--- src/pin_func_pkg.sv ---
// constants shared by the port 1 / port 2 pin function multiplexer
`default_nettype none
package pin_func_pkg;
  localparam int NUM_PINS = 10;
  localparam int NUM_SLOTS = 8;
  localparam int SEL_W = 5;
  localparam int REG_W = 8;
  localparam int DATA_W = 32;
  localparam int ADR_W = 8;
  localparam int SEL_LANE = 0;

  // pin index order
  localparam int P1_2 = 0;
  localparam int P1_3 = 1;
  localparam int P1_4 = 2;
  localparam int P1_5 = 3;
  localparam int P1_6 = 4;
  localparam int P1_7 = 5;
  localparam int P2_0 = 6;
  localparam int P2_1 = 7;
  localparam int P2_6 = 8;
  localparam int P2_7 = 9;

  // register byte offsets, one aligned word each
  localparam logic [ADR_W-1:0] REG_OFS [NUM_PINS] = '{
    8'h00, 8'h04, 8'h08, 8'h0C, 8'h10,
    8'h14, 8'h18, 8'h1C, 8'h20, 8'h24
  };
  localparam logic [SEL_W-1:0] SEL_RESET = 5'h00;

  // function select codes
  localparam logic [SEL_W-1:0] FSEL_HIZ = 5'h00;
  localparam logic [SEL_W-1:0] FSEL_MTMR = 5'h01;
  localparam logic [SEL_W-1:0] FSEL_MTMR2 = 5'h02;
  localparam logic [SEL_W-1:0] FSEL_TMR8 = 5'h05;
  localparam logic [SEL_W-1:0] FSEL_MISC = 5'h07;
  localparam logic [SEL_W-1:0] FSEL_ADTRG = 5'h09;
  localparam logic [SEL_W-1:0] FSEL_SER_A = 5'h0A;
  localparam logic [SEL_W-1:0] FSEL_SER_B = 5'h0B;
  localparam logic [SEL_W-1:0] FSEL_SPI = 5'h0D;
  localparam logic [SEL_W-1:0] FSEL_I2C = 5'h0F;
  localparam logic [SEL_W-1:0] FSEL_CAN = 5'h10;
  localparam logic [SEL_W-1:0] FSEL_TOUCH = 5'h19;
  localparam logic [SEL_W-1:0] FSEL_LPT = 5'h1B;

  // per pin: slot s answers to code SLOT_CODE[pin][s]; zero marks an empty slot
  typedef logic [0:NUM_SLOTS-1][SEL_W-1:0] slot_codes_t;
  localparam slot_codes_t SLOT_CODE [NUM_PINS] = '{
    '{FSEL_TMR8, FSEL_I2C, 5'h00, 5'h00, 5'h00, 5'h00, 5'h00, 5'h00},
    '{FSEL_MTMR, FSEL_TMR8, FSEL_I2C, 5'h00, 5'h00, 5'h00, 5'h00, 5'h00},
    '{FSEL_MTMR, FSEL_MTMR2, FSEL_TMR8, FSEL_SER_B, FSEL_CAN, FSEL_TOUCH,
      5'h00, 5'h00},
    '{FSEL_MTMR, FSEL_MTMR2, FSEL_TMR8, FSEL_SER_A, FSEL_CAN, FSEL_TOUCH,
      5'h00, 5'h00},
    '{FSEL_MTMR, FSEL_MTMR2, FSEL_TMR8, FSEL_MISC, FSEL_ADTRG, FSEL_SER_A,
      FSEL_SPI, FSEL_I2C},
    '{FSEL_MTMR, FSEL_MTMR2, FSEL_TMR8, FSEL_MISC, FSEL_SER_A, FSEL_SPI,
      FSEL_I2C, 5'h00},
    '{FSEL_MTMR, FSEL_TMR8, 5'h00, 5'h00, 5'h00, 5'h00, 5'h00, 5'h00},
    '{FSEL_MTMR, FSEL_TMR8, 5'h00, 5'h00, 5'h00, 5'h00, 5'h00, 5'h00},
    '{FSEL_MTMR, FSEL_TMR8, FSEL_SER_A, FSEL_TOUCH, FSEL_LPT,
      5'h00, 5'h00, 5'h00},
    '{FSEL_MTMR, FSEL_TMR8, FSEL_SER_A, FSEL_TOUCH, 5'h00, 5'h00, 5'h00, 5'h00}
  };
endpackage
`default_nettype wire

--- src/pin_func_cell.sv ---
// one pin: decode of the select code into a single routed slot
`default_nettype none
module pin_func_cell #(
  parameter pin_func_pkg::slot_codes_t CODES = '0
) (
  input wire logic [pin_func_pkg::SEL_W-1:0] sel_i,
  input wire logic [pin_func_pkg::NUM_SLOTS-1:0] func_out_i,
  input wire logic [pin_func_pkg::NUM_SLOTS-1:0] func_oe_i,
  input wire logic pin_in_i,
  output logic next_out_o,
  output logic next_oe_o,
  output logic [pin_func_pkg::NUM_SLOTS-1:0] next_in_o,
  output logic legal_o
);
  // empty slots hold the hi-z code, so they can never match
  function automatic logic slot_hit(
    input logic [pin_func_pkg::SEL_W-1:0] sel,
    input logic [pin_func_pkg::SEL_W-1:0] code
  );
    slot_hit = (code != pin_func_pkg::FSEL_HIZ) && (sel == code);
  endfunction

  wire [pin_func_pkg::NUM_SLOTS-1:0] hit;

  genvar s;
  generate
    for (s = 0; s < pin_func_pkg::NUM_SLOTS; s++)
    begin : g_slot
      assign hit[s] = slot_hit(sel_i, CODES[s]);
      assign next_in_o[s] = hit[s] & pin_in_i;
    end
  endgenerate

  // codes are distinct per pin, so hit is one-hot or empty
  assign next_out_o = |(hit & func_out_i);
  assign next_oe_o = |(hit & func_oe_i);
  assign legal_o = |hit;
endmodule
`default_nettype wire

--- src/pin_func_mux.sv ---
// port 1 / port 2 pin function multiplexer with its select registers
// Overview of operation
// - A five-bit select code per pin; code zero disconnects every peripheral (hi-z).
// - Pin 1.2: code 05h routes timer 1 count clock in, code 0Fh the I2C clock line.
// - Pin 1.3: 01h multifunction timer ch0 B, 05h timer 3 output, 0Fh I2C data.
// - Pin 1.4: 0Bh serial 1 flow select, 10h CAN transmit, 19h touch 6, plus timers.
// - Pin 1.6: 07h clock out, 09h converter trigger, 0Dh SPI out, 0Fh I2C clock, 0Ah tx.
// - Pin 1.7: 07h output-enable input 8, 0Ah serial 1 clock, 0Dh SPI in, 0Fh I2C data.
// - Pin 2.0: 01h multifunction timer ch1 A, 05h timer 0 reset input.
// - Pin 2.1: 01h multifunction timer ch1 B, 05h timer 0 count clock input.
// - Pin 2.6: 01h ch2 A, 05h timer 1 out, 0Ah serial 1 tx, 19h touch 4, 1Bh low-power.
// - Pin 2.7: 01h ch2 B, 05h timer 3 count clock, 0Ah serial 1 clock, 19h touch 3.
//
// Added by the designer: the register offsets and the Wishbone slave port.
`default_nettype none
module pin_func_mux (
  input wire logic clk_i,
  input wire logic rst_i,
  input wire logic wb_cyc_i,
  input wire logic wb_stb_i,
  input wire logic wb_we_i,
  input wire logic [pin_func_pkg::ADR_W-1:0] wb_adr_i,
  input wire logic [3:0] wb_sel_i,
  input wire logic [pin_func_pkg::DATA_W-1:0] wb_dat_i,
  output logic [pin_func_pkg::DATA_W-1:0] wb_dat_o,
  output logic wb_ack_o,
  input wire logic [pin_func_pkg::NUM_PINS-1:0] pin_in_i,
  output logic [pin_func_pkg::NUM_PINS-1:0] pin_out_o,
  output logic [pin_func_pkg::NUM_PINS-1:0] pin_oe_o,
  input wire logic [pin_func_pkg::NUM_PINS-1:0][pin_func_pkg::NUM_SLOTS-1:0] func_out_i,
  input wire logic [pin_func_pkg::NUM_PINS-1:0][pin_func_pkg::NUM_SLOTS-1:0] func_oe_i,
  output logic [pin_func_pkg::NUM_PINS-1:0][pin_func_pkg::NUM_SLOTS-1:0] func_in_o
);
  logic [pin_func_pkg::SEL_W-1:0] psel [pin_func_pkg::NUM_PINS];
  logic [pin_func_pkg::SEL_W-1:0] rd_field;
  wire req;
  wire wr_fire;
  wire rd_start;
  wire [pin_func_pkg::NUM_PINS-1:0] reg_hit;
  wire [pin_func_pkg::NUM_PINS-1:0] next_out;
  wire [pin_func_pkg::NUM_PINS-1:0] next_oe;
  wire [pin_func_pkg::NUM_PINS-1:0] legal;
  wire [pin_func_pkg::NUM_PINS-1:0][pin_func_pkg::NUM_SLOTS-1:0] next_in;
  wire [pin_func_pkg::DATA_W-1:0] next_dat;

  assign req = wb_cyc_i & wb_stb_i;
  // write lands on the edge where the master sees ack
  assign wr_fire = req & wb_ack_o & wb_we_i & wb_sel_i[pin_func_pkg::SEL_LANE];
  assign rd_start = req & ~wb_ack_o;

  // unmapped offsets still ack, reading zero and ignoring writes
  always_comb
  begin
    rd_field = pin_func_pkg::FSEL_HIZ;
    for (int i = 0; i < pin_func_pkg::NUM_PINS; i++)
    begin
      if (reg_hit[i])
      begin
        rd_field = psel[i];
      end
    end
  end
  // upper bits of each byte-wide register read as zero
  assign next_dat = pin_func_pkg::DATA_W'(rd_field);

  always_ff @(posedge clk_i)
  begin
    if (rst_i)
    begin
      wb_ack_o <= 1'b0;
      wb_dat_o <= '0;
    end
    else
    begin
      wb_ack_o <= rd_start;
      wb_dat_o <= rd_start ? next_dat : '0;
    end
  end

  genvar i;
  generate
    for (i = 0; i < pin_func_pkg::NUM_PINS; i++)
    begin : g_pin
      assign reg_hit[i] = (wb_adr_i == pin_func_pkg::REG_OFS[i]);

      always_ff @(posedge clk_i)
      begin
        if (rst_i)
        begin
          psel[i] <= pin_func_pkg::SEL_RESET;
        end
        else if (wr_fire && reg_hit[i])
        begin
          psel[i] <= wb_dat_i[pin_func_pkg::SEL_W-1:0];
        end
      end

      pin_func_cell #(
        .CODES(pin_func_pkg::SLOT_CODE[i])
      ) u_cell (
        .sel_i(psel[i]),
        .func_out_i(func_out_i[i]),
        .func_oe_i(func_oe_i[i]),
        .pin_in_i(pin_in_i[i]),
        .next_out_o(next_out[i]),
        .next_oe_o(next_oe[i]),
        .next_in_o(next_in[i]),
        .legal_o(legal[i])
      );

      // registered pin side costs one cycle of route latency
      always_ff @(posedge clk_i)
      begin
        if (rst_i)
        begin
          pin_out_o[i] <= 1'b0;
          pin_oe_o[i] <= 1'b0;
          func_in_o[i] <= '0;
        end
        else
        begin
          pin_out_o[i] <= next_out[i];
          pin_oe_o[i] <= next_oe[i];
          func_in_o[i] <= next_in[i];
        end
      end

    end
  endgenerate
endmodule
`default_nettype wire

--- config.mk ---
export PLATFORM = sky130hd
export DESIGN_NAME = pin_func_mux
export DESIGN_NICKNAME = d
export VERILOG_FILES = /design/src/pin_func_pkg.sv /design/src/pin_func_cell.sv /design/src/pin_func_mux.sv
export SDC_FILE = /design/constraint.sdc
export NUM_CORES = 1
export LEC_CHECK = 0
export ABC_AREA = 1
export CORE_MARGIN = 8
export CORE_UTILIZATION = 40
export CTS_BUF_LIST = sky130_fd_sc_hd__clkbuf_8
export DETAILED_ROUTE_END_ITERATION = 16
export DONT_BUFFER_PORTS = 1
export HOLD_SLACK_MARGIN = 0.15
export SLEW_MARGIN = 40
export SYNTH_ARGS = -nofsm -noshare
export SYNTH_HDL_FRONTEND = slang
export SYNTH_SLANG_ARGS = --single-unit
--- constraint.sdc ---
create_clock -name clk_i -period 5.05 [get_ports clk_i]
set_input_delay 1.2625 -clock clk_i [delete_from_list [all_inputs] [get_ports clk_i]]
set_output_delay 1.2625 -clock clk_i [all_outputs]
set_load 0.05 [all_outputs]
# [Word level (Yosys, flattened, before mapping)]
# Memory sizes are Yosys's and may differ from the RTL's.
# Index checks and enable logic that the tools add are counted.
[word_totals] register_bits=133 latchBits=0 ramBits=50 romBits=0 input_bits=219 out_inout_bits=133 elab_cells=263 mem_count=1
[op_classes] n_addsub=0 n_mul=0 div_mod_pow=0 magnitude_cmp=0 eq_ne=54 shifts=0 mux=52 bitwise=82 n_reduce_logical=32
[mem_list] memory="psel" words=10 width=5 read_ports=10 rd_clocked_by_memory_dff=0 write_ports=10 line="pin_func_mux.sv:34" rtl="logic [pin_func_pkg::SEL_W-1:0] psel [pin_func_pkg::NUM_PINS];"
[op_table] operator="$reduce_or A8 Y1" count=20
[op_table] operator="$mux W5" count=20
[op_table] operator="$eq A5 B4 Y1 const B" count=13
[op_table] operator="$eq A5 B3 Y1 const B" count=12
[op_table] operator="$and A1 B1 Y1" count=50
[op_table] operator="$and A2 B8 Y8" count=6
[op_table] operator="$eq A5 B1 Y1 const B" count=9
[op_table] operator="$eq A5 B5 Y1 const B" count=7
[op_table] operator="$and A6 B8 Y8" count=4
[op_table] operator="$eq A8 B5 Y1 const B" count=4
[op_table] operator="$mux W1" count=32
[op_table] operator="$eq A5 B2 Y1 const B" count=4
[op_table] operator="$and A3 B8 Y8" count=2
[op_table] operator="$and A4 B8 Y8" count=2
[op_table] operator="$and A5 B8 Y8" count=2
[op_table] operator="$and A7 B8 Y8" count=2
[op_table] operator="$and A8 B8 Y8" count=2
[op_table] operator="$eq A8 B4 Y1 const B" count=2
[op_table] operator="$eq A8 B6 Y1 const B" count=2
[op_table] operator="$logic_and A1 B1 Y1" count=10
[op_table] operator="$or A1 B1 Y1" count=10
[op_table] operator="$eq A8 B3 Y1 const B" count=1
[op_table] operator="$logic_not A8 Y1" count=1
[op_table] operator="$not A1 Y1" count=2
[op_table] operator="$reduce_or A2 Y1" count=1

# [Logic depth before layout (Yosys ltp)]
# Gate-level depths: netlist (run 1).
[logic_depth] word_depth=11 mapped_depth=11 mapped_depth_nobuf=11

# [Modules after synthesis]
# A second synthesis (run 1) with hierarchy kept.
[hier_totals] cells_unflattened=1076 hier_area_um2=7887.6
[modules_own_cells] module="pin_func_mux" n_inst=1 cells_each=622 area_each_um2=5605.4 seq_area_each_um2=3623.5
[modules_own_cells] module="pin_func_cell (g_pin[4].u_cell)" n_inst=1 cells_each=68 area_each_um2=330.3 seq_area_each_um2=0.0
[modules_own_cells] module="pin_func_cell (g_pin[5].u_cell)" n_inst=1 cells_each=67 area_each_um2=306.5 seq_area_each_um2=0.0
[modules_own_cells] module="pin_func_cell (g_pin[2].u_cell)" n_inst=1 cells_each=60 area_each_um2=292.8 seq_area_each_um2=0.0
[modules_own_cells] module="pin_func_cell (g_pin[3].u_cell)" n_inst=1 cells_each=60 area_each_um2=282.8 seq_area_each_um2=0.0
[modules_own_cells] module="pin_func_cell (g_pin[6].u_cell ...)" n_inst=2 cells_each=23 area_each_um2=130.1 seq_area_each_um2=0.0
[modules_own_cells] module="pin_func_cell (g_pin[8].u_cell)" n_inst=1 cells_each=49 area_each_um2=252.7 seq_area_each_um2=0.0
[modules_own_cells] module="pin_func_cell (g_pin[9].u_cell)" n_inst=1 cells_each=48 area_each_um2=224.0 seq_area_each_um2=0.0
[modules_own_cells] module="pin_func_cell (g_pin[1].u_cell)" n_inst=1 cells_each=30 area_each_um2=190.2 seq_area_each_um2=0.0
[modules_own_cells] module="pin_func_cell (g_pin[0].u_cell)" n_inst=1 cells_each=26 area_each_um2=142.6 seq_area_each_um2=0.0

# [Least setup slack after synthesis (run 1)]
# OpenSTA, ideal clock, no wires.
[synth_timing] path_type="in2reg" startpoint="input wb_adr_i[7] (netlist name)" endpoint="memory psel[6][0] (netlist name), enable pin" setup_ns=0.374 t_arrival_ns=2.254 required_ns=4.676 slack_ns=2.422 path_stages=5 n_path_buf=0 cell_sequence="nor2_4 > nand3_2 > nor2_2 > inv_1 > o21ai_0"
[synth_lines] item="start: declaration" line="pin_func_mux.sv:22" rtl="input wire logic [pin_func_pkg::ADR_W-1:0] wb_adr_i,"
[synth_lines] item="end: declaration" line="pin_func_mux.sv:34"

==> flow_summary.yaml, run 1 <==
run_status:
  outcome: "finished, final reports clean"
place:
  hpwl_um: 11800
  gp_congestion: 0.896
  io_buffers: 0
worst_setup_path:
  crit_fanout: 13
  r2r-end: "psel[1][0]"
  end_kind: "flop"
  r2r_slack_ns: 2.38
  cp.required_ns: 5.12
  r2r-start: "wb_ack_o"
  start_kind: "primary input"
  critPathKind: "in -> reg"
  setup.worst_path.start: "wb_cyc_i"
  crit_arrival_ns: 2.92
  ff2ff_path_depth: 3
  endpoint: "psel[1][0]"
power:
  total_power_mw: 2.09
  p_leak_nw: 2.62
  power.density_nw_per_um2: 339
  peakVddDrop_v: 0.000152
synthesis:
  synth_top_area_share_pct: 25.8
  yosys_warnings: 0
  synth-seq-cells: 121
  synth_async_sr_flop_share_pct: 0
  synth_ff_type: "dfxtp_1"
  ys_seq_area_share_pct: 50.3
  synth_area_leaders: "edfxtp_1, dfxtp_1, nor2_1"
  synth_edf_count: 50
  netlist_area_um2: 5810
  syn_avg_cell_area_um2: 8.11
  postSynthCellCount: 717
  yosysTopAreaCell: "edfxtp_1"
  synthDistinctLibCells: 33
min_path:
  hold_path_class: "reg -> reg"
run:
  cap_violations: 0
timing:
  finalCriticalPeriod_ns: 2.85
  rsz0062_at_grt: "false"
  fmax_ghz: 0.351
  slew_viol_final: 0
  fin_setup_tns_ns: 0
  setup_viol_count_final: 0
  finalCritPeriodShare_pct: 56.3
  finalHoldViolations: 0
  slew-limit-headroom_pct: 52.0
  clock_skew_ns: 0.0103
  tightest_slew_ns: 0.712
detailed_routing:
  vias_per_cell: 5.04
  wl_per_cell_um: 16.4
  drt_iter0_drc: 307
  firstDrtPassIters: 6
  drc_errors: 0
  drt.antenna.violating_nets: 0
  wl_um: 15200
  vias: 4664
clocking:
  ctsHoldBuffers: 0
  clkTransAtPathRegs_ns: 0.07
  cts_inserted_buffers: 17
  cts_tree: "yes"
  clockBufferDepth: 2
  h-tree-depth: 4
  cts_sinks: 121
  ctsResizeCount: 0
  clock-root-buffer: "clkbuf_8"
  cts_setup_buffers: 0
  clk_latency_ns: 0.44
grt:
  track_usage_pct: 15.8
  grt-ovfl-total: 0
  grt_pass1_vias: 4685
  antenna_found_initial: 0
  grt_max_degree: 34
  grt_pass1_wl_um: 22700
die:
  initial_utilization_pct: 40.4
  fp.dieW_um: 137
  core_um2: 14400
  die_h_um: 137
  dieArea_um2: 18600
  num_rows: 44
  ioPinCount: 352
layout:
  fillers: 1453
  area_delta_synth_final_pct: 5.98
  nets: 948
  antenna-diode-count: 0
  layout_common_cells: "nor2_1, inv_1, nand2_1"
  drive_gt1_share_pct: 6.74
  layout_commonest_cell: "nor2_1"
## routing by layer
layer	track usage (%)	vias to the layer above	wire (µm)
li1	-	2236	-
met1	17.9	2113	5820
met2	25.3	281	7100
met3	6.39	34	1800
met4	8.18	0	503
met5	0	-	0
## cells by family (layout without fill, tap and decap cells)
family | count (synthesis) | after routing | synth area share [%]
buffers and inverters | 178 | 142 | 15.6
AND/OR/NAND/NOR | 346 | 346 | 26.8
flip-flops | 121 | 121 | 50.3
AO/OA/AOI/OAI | 71 | 71 | 7.32
other | 1 | 62 | 0.0645
## worst min path at each step
stage | from | to | depth (start not counted)
after floorplan | psel[2][4] | func_in_o[19] | 1
after global placement | psel[9][1] | wb_dat_o[1] | 2
after detailed placement | psel[4][3] | func_in_o[32] | 1
after CTS | psel[4][3] | func_in_o[32] | 1
after global routing | psel[4][3] | func_in_o[32] | 1
final | psel[4][3] | func_in_o[32] | 1
## report_power, final
part / internal (mW) / leakage, nW / total, mW / switching, mW
clock: 0.473 / 0.218 / 0.839 / 0.366
combinational: 0.0186 / 1.31 / 0.181 / 0.162
sequential: 1.03 / 1.09 / 1.07 / 0.0348
total: 1.53 / 2.62 / 2.09 / 0.562
## worst max-delay path, stage by stage
cell     delay [ns]
nand2_1        0.05
nor2_1         0.07
and3_1         0.55
inv_1          0.33
o21ai_0        0.65
## metrics by stage
| stage | setup slack, ns | cell area, µm² | std cells | hold WS (ns) | util [%] |
|---|---|---|---|---|---|
| 6_report | 2.20 | 6160 | 926 | 0.566 | 42.9 |
| 5_1_grt | 2.03 | 6160 | 926 | 0.593 | 42.9 |
| 4_1_cts | 2.23 | 6160 | 926 | 0.565 | 42.9 |
| 3_5_place_dp | 1.75 | 5780 | 894 | 0.558 | 40.2 |
| 3_3_place_gp | 1.78 | 5780 | 894 | 0.543 | 40.2 |
| 2_1_floorplan | 2.42 | 6040 | 778 | 0.507 | - |
## sequential cells by signal (all words and copies together), names as in the netlist
signal and count:
pin_out_o 10, psel 50, pin_oe_o 10, wb_ack_o 1, func_in_o 45, wb_dat_o 5
## synthesized netlist by cell type, types with 7 or more instances
library cell    n
o21ai_0        24
a221oi_1        7
inv_1         103
edfxtp_1       50
nor2_1        137
a21oi_1        21
nand3_1        39
nand2_1       102
nor3_1         17
nor4_1         10
nand4_1        19
dfxtp_1        71
buf_4          62
## final cells by class
class                           count  area [µm²]  area share (%)
Clock buffer                       17         234            3.80
Clock inverter                     15         146            2.38
Inverter                          110         413            6.70
Multi-Input combinational cell    479        2210            35.9
Sequential cell                   121        2920            47.5
Tap cell                          184         230            3.74
Power figures use the tool's default switching activity.
==> inputs of run 2 (changes only) <==
ABC_AREA = 0   (was 1)
clock period = 2.6 ns   (was 5.05 ns; I/O delays follow)
==> run 2 against run 1 <==
Global-route usage is 1.2 points higher. Critical endpoint is now psel[1][2]. Largest power group unchanged. Highest routed layer unchanged. Sequential share of layout area shrank 1.4 points. Sequential cell count did not move. Design area up 3.1%.
==> flow_summary.yaml, run 2 <==
detailed_routing:
  wl_um: 16500
  vias_per_cell: 5.45
  vias: 4362
  drt.antenna.violating_nets: 0
  drt_iter0_drc: 289
  drc_errors: 0
  firstDrtPassIters: 5
  wl_per_cell_um: 20.7
worst_setup_path:
  cp_top_family: "compound AO/OA/AOI/OAI gates"
  crit_buf_inv: 0
  setup.worst_path.start: "wb_ack_o"
  path_cells: "nand3_1 -> nor2_1 -> nand2_1 -> o21ai_0"
  r2r_slack_ns: 0.77
  end_kind: "flop"
  path_depth: 4
  cp_slowest_stage_delay_ns: 0.60
  cp_slowest_cell: "o21ai_0"
  r2r-end: "psel[1][2]"
  ff2ff_path_depth: 4
  start_kind: "flop"
  cp.required_ns: 2.68
  endpoint: "psel[1][2]"
  crit_arrival_ns: 1.91
  crit_fanout: 5
  r2r-start: "wb_ack_o"
  critPathKind: "reg -> reg"
synthesis:
  synth-seq-cells: 121
  synth_commonest_cells: "dfxtp_1, buf_4, edfxtp_1, nor2_1, and2_1"
  synthDistinctLibCells: 64
  postSynthCellCount: 598
  synth_async_sr_flop_share_pct: 0
  ys_seq_area_share_pct: 48.8
  yosysTopAreaCell: "edfxtp_1"
  synth_edf_count: 50
  synth_ff_type: "dfxtp_1"
  synth_most_common_cell: "dfxtp_1"
  netlist_area_um2: 5990
  synth_area_leaders: "edfxtp_1, dfxtp_1, buf_4"
  synth_top_area_share_pct: 25.1
  yosys_warnings: 0
  syn_avg_cell_area_um2: 10.0
timing:
  clock_skew_ns: 0.0168
  fin_setup_tns_ns: 0
  slew_viol_final: 0
  slew-limit-headroom_pct: 53.2
  rsz0062_at_grt: "false"
  finalCriticalPeriod_ns: 1.83
  fmax_ghz: 0.546
  finalCritPeriodShare_pct: 70.4
  setup_viol_count_final: 0
  tightest_slew_ns: 0.695
  layout_setup_ws_ns: 0.769
  finalHoldViolations: 0
layout:
  layout_common_cells: "dfxtp_1, conb_1, nor2_1, edfxtp_1, and2_1"
  drive_gt1_share_pct: 9.90
  fin_util_pct: 43.5
  top_register: "psel"
  layout_commonest_cell: "dfxtp_1"
  top_regs: "psel x50, func_in_o x45"
  nets: 822
  largest_reg_flops: 50
  fillers: 1423
  antenna-diode-count: 0
  area_delta_synth_final_pct: 5.97
die:
  dieArea_um2: 19200
  core_um2: 14600
  ioPinCount: 352
  fp.dieW_um: 138
  die_h_um: 138
  num_rows: 44
  initial_utilization_pct: 41.1
power:
  p_leak_nw: 2.39
  internal_power_mw: 3.13
  pwr-share-seq_pct: 48.9
  combPwrFrac_pct: 8.6
  p_switching_mw: 1.14
  p_clk_share_pct: 42.5
  peakVddDrop_v: 0.000258
  switching_share_pct: 26.8
  power.density_nw_per_um2: 673
run:
  cap_violations: 0
run_status:
  outcome: "finished, final reports clean"
clocking:
  ctsResizeCount: 0
  cts_inserted_buffers: 17
  ctsHoldBuffers: 0
  cts_sinks: 121
  clkTransAtPathRegs_ns: 0.08
  clock-root-buffer: "clkbuf_8"
  cts_tree: "yes"
  clockBufferDepth: 2
  clk_latency_ns: 0.45
  cts_setup_buffers: 0
  h-tree-depth: 4
grt:
  track_usage_pct: 17.0
  grt_max_degree: 31
  grt_pass1_wl_um: 25600
  grt-ovfl-total: 0
  grt_pass1_vias: 4500
  antenna_found_initial: 0
place:
  io_buffers: 0
  gp_congestion: 0.917
  place_ws_ns: 0.440
  hpwl_um: 12800
min_path:
  hold_path_class: "in -> reg"
-- run 2: cell count changes in the layout (fill, tap and decap cells not counted), moves of 13 or more --
cell	delta
a22oi_1	+13
and2_1	+48
and3_1	+18
inv_1	-98
mux2i_1	+20
nand2_1	-60
nand4_1	-17
nor2_1	-87
-- run 2: layout make-up --
cell class              instances  area (µm²)  share of cell area [%]
clock inverters                15         200                    3.15
flip-flops and latches        121        2920                    46.0
inverters                       7        26.3                   0.414
well taps                     184         230                    3.62
clock buffers                  17         234                    3.68
multi-input cells             449        2690                    42.3
repair buffers                  7        52.6                   0.827
-- run 2: worst min-delay path by stage --
| stage | from | endpoint | slack, ns | cells past startpoint |
|---|---|---|---|---|
| 2_1_floorplan | psel[4][4] | pin_oe_o[4] | 0.47 | 1 |
| 3_3_place_gp | psel[4][4] | pin_out_o[4] | 0.54 | 1 |
| 3_5_place_dp | psel[4][4] | pin_oe_o[4] | 0.54 | 1 |
| 4_1_cts | rst_i | pin_oe_o[8] | 0.24 | 1 |
| 5_1_grt | rst_i | pin_oe_o[8] | 0.23 | 1 |
| 6_report | rst_i | pin_oe_o[8] | 0.28 | 1 |
-- run 2: per-stage QoR --
stage	total power, mW	std cells	instance area (µm²)	hold slack (ns)
after floorplan	2.54	659	6220	0.467
final	4.28	800	6350	0.280
after global placement	2.49	768	5920	0.540
after detailed placement	2.50	768	5920	0.543
after global routing	4.43	800	6350	0.234
after CTS	4.32	800	6350	0.236
-- run 2: cells by family after synthesis --
family | synth area share [%]
AOI/OAI and AO/OA | 9.85
buffers and inverters | 10.3
DFF | 48.8
muxes | 5.41
other | 0.0626
and+or+nand+nor | 25.7
-- run 2: power groups by stage --
stage,Clock [mW],Combinational [mW],Sequential [mW]
final,1.82,0.369,2.09
after global placement,0,0.360,2.13
after detailed placement,0,0.363,2.13
after global routing,1.94,0.394,2.10
after CTS,1.87,0.364,2.09
after floorplan,0,0.427,2.11
-- run 2: worst reg2reg max path: cells and delay by family, from the launching register on --
| family | cells | cell delay [ns] |
|---|---|---|
| AO/OA/AOI/OAI | 1 | 0.60 |
| flip-flops | 1 | 0.35 |
| AND/OR/NAND/NOR | 3 | 0.50 |
-- run 2: per-layer routing --
metal	track usage [%]	wire length [µm]	vias to the layer above
met2	27.4	7930	222
met3	8.60	1820	14
met1	19.4	6580	2087
met4	4.81	204	0
li1	-	-	2039
met5	0	0	-
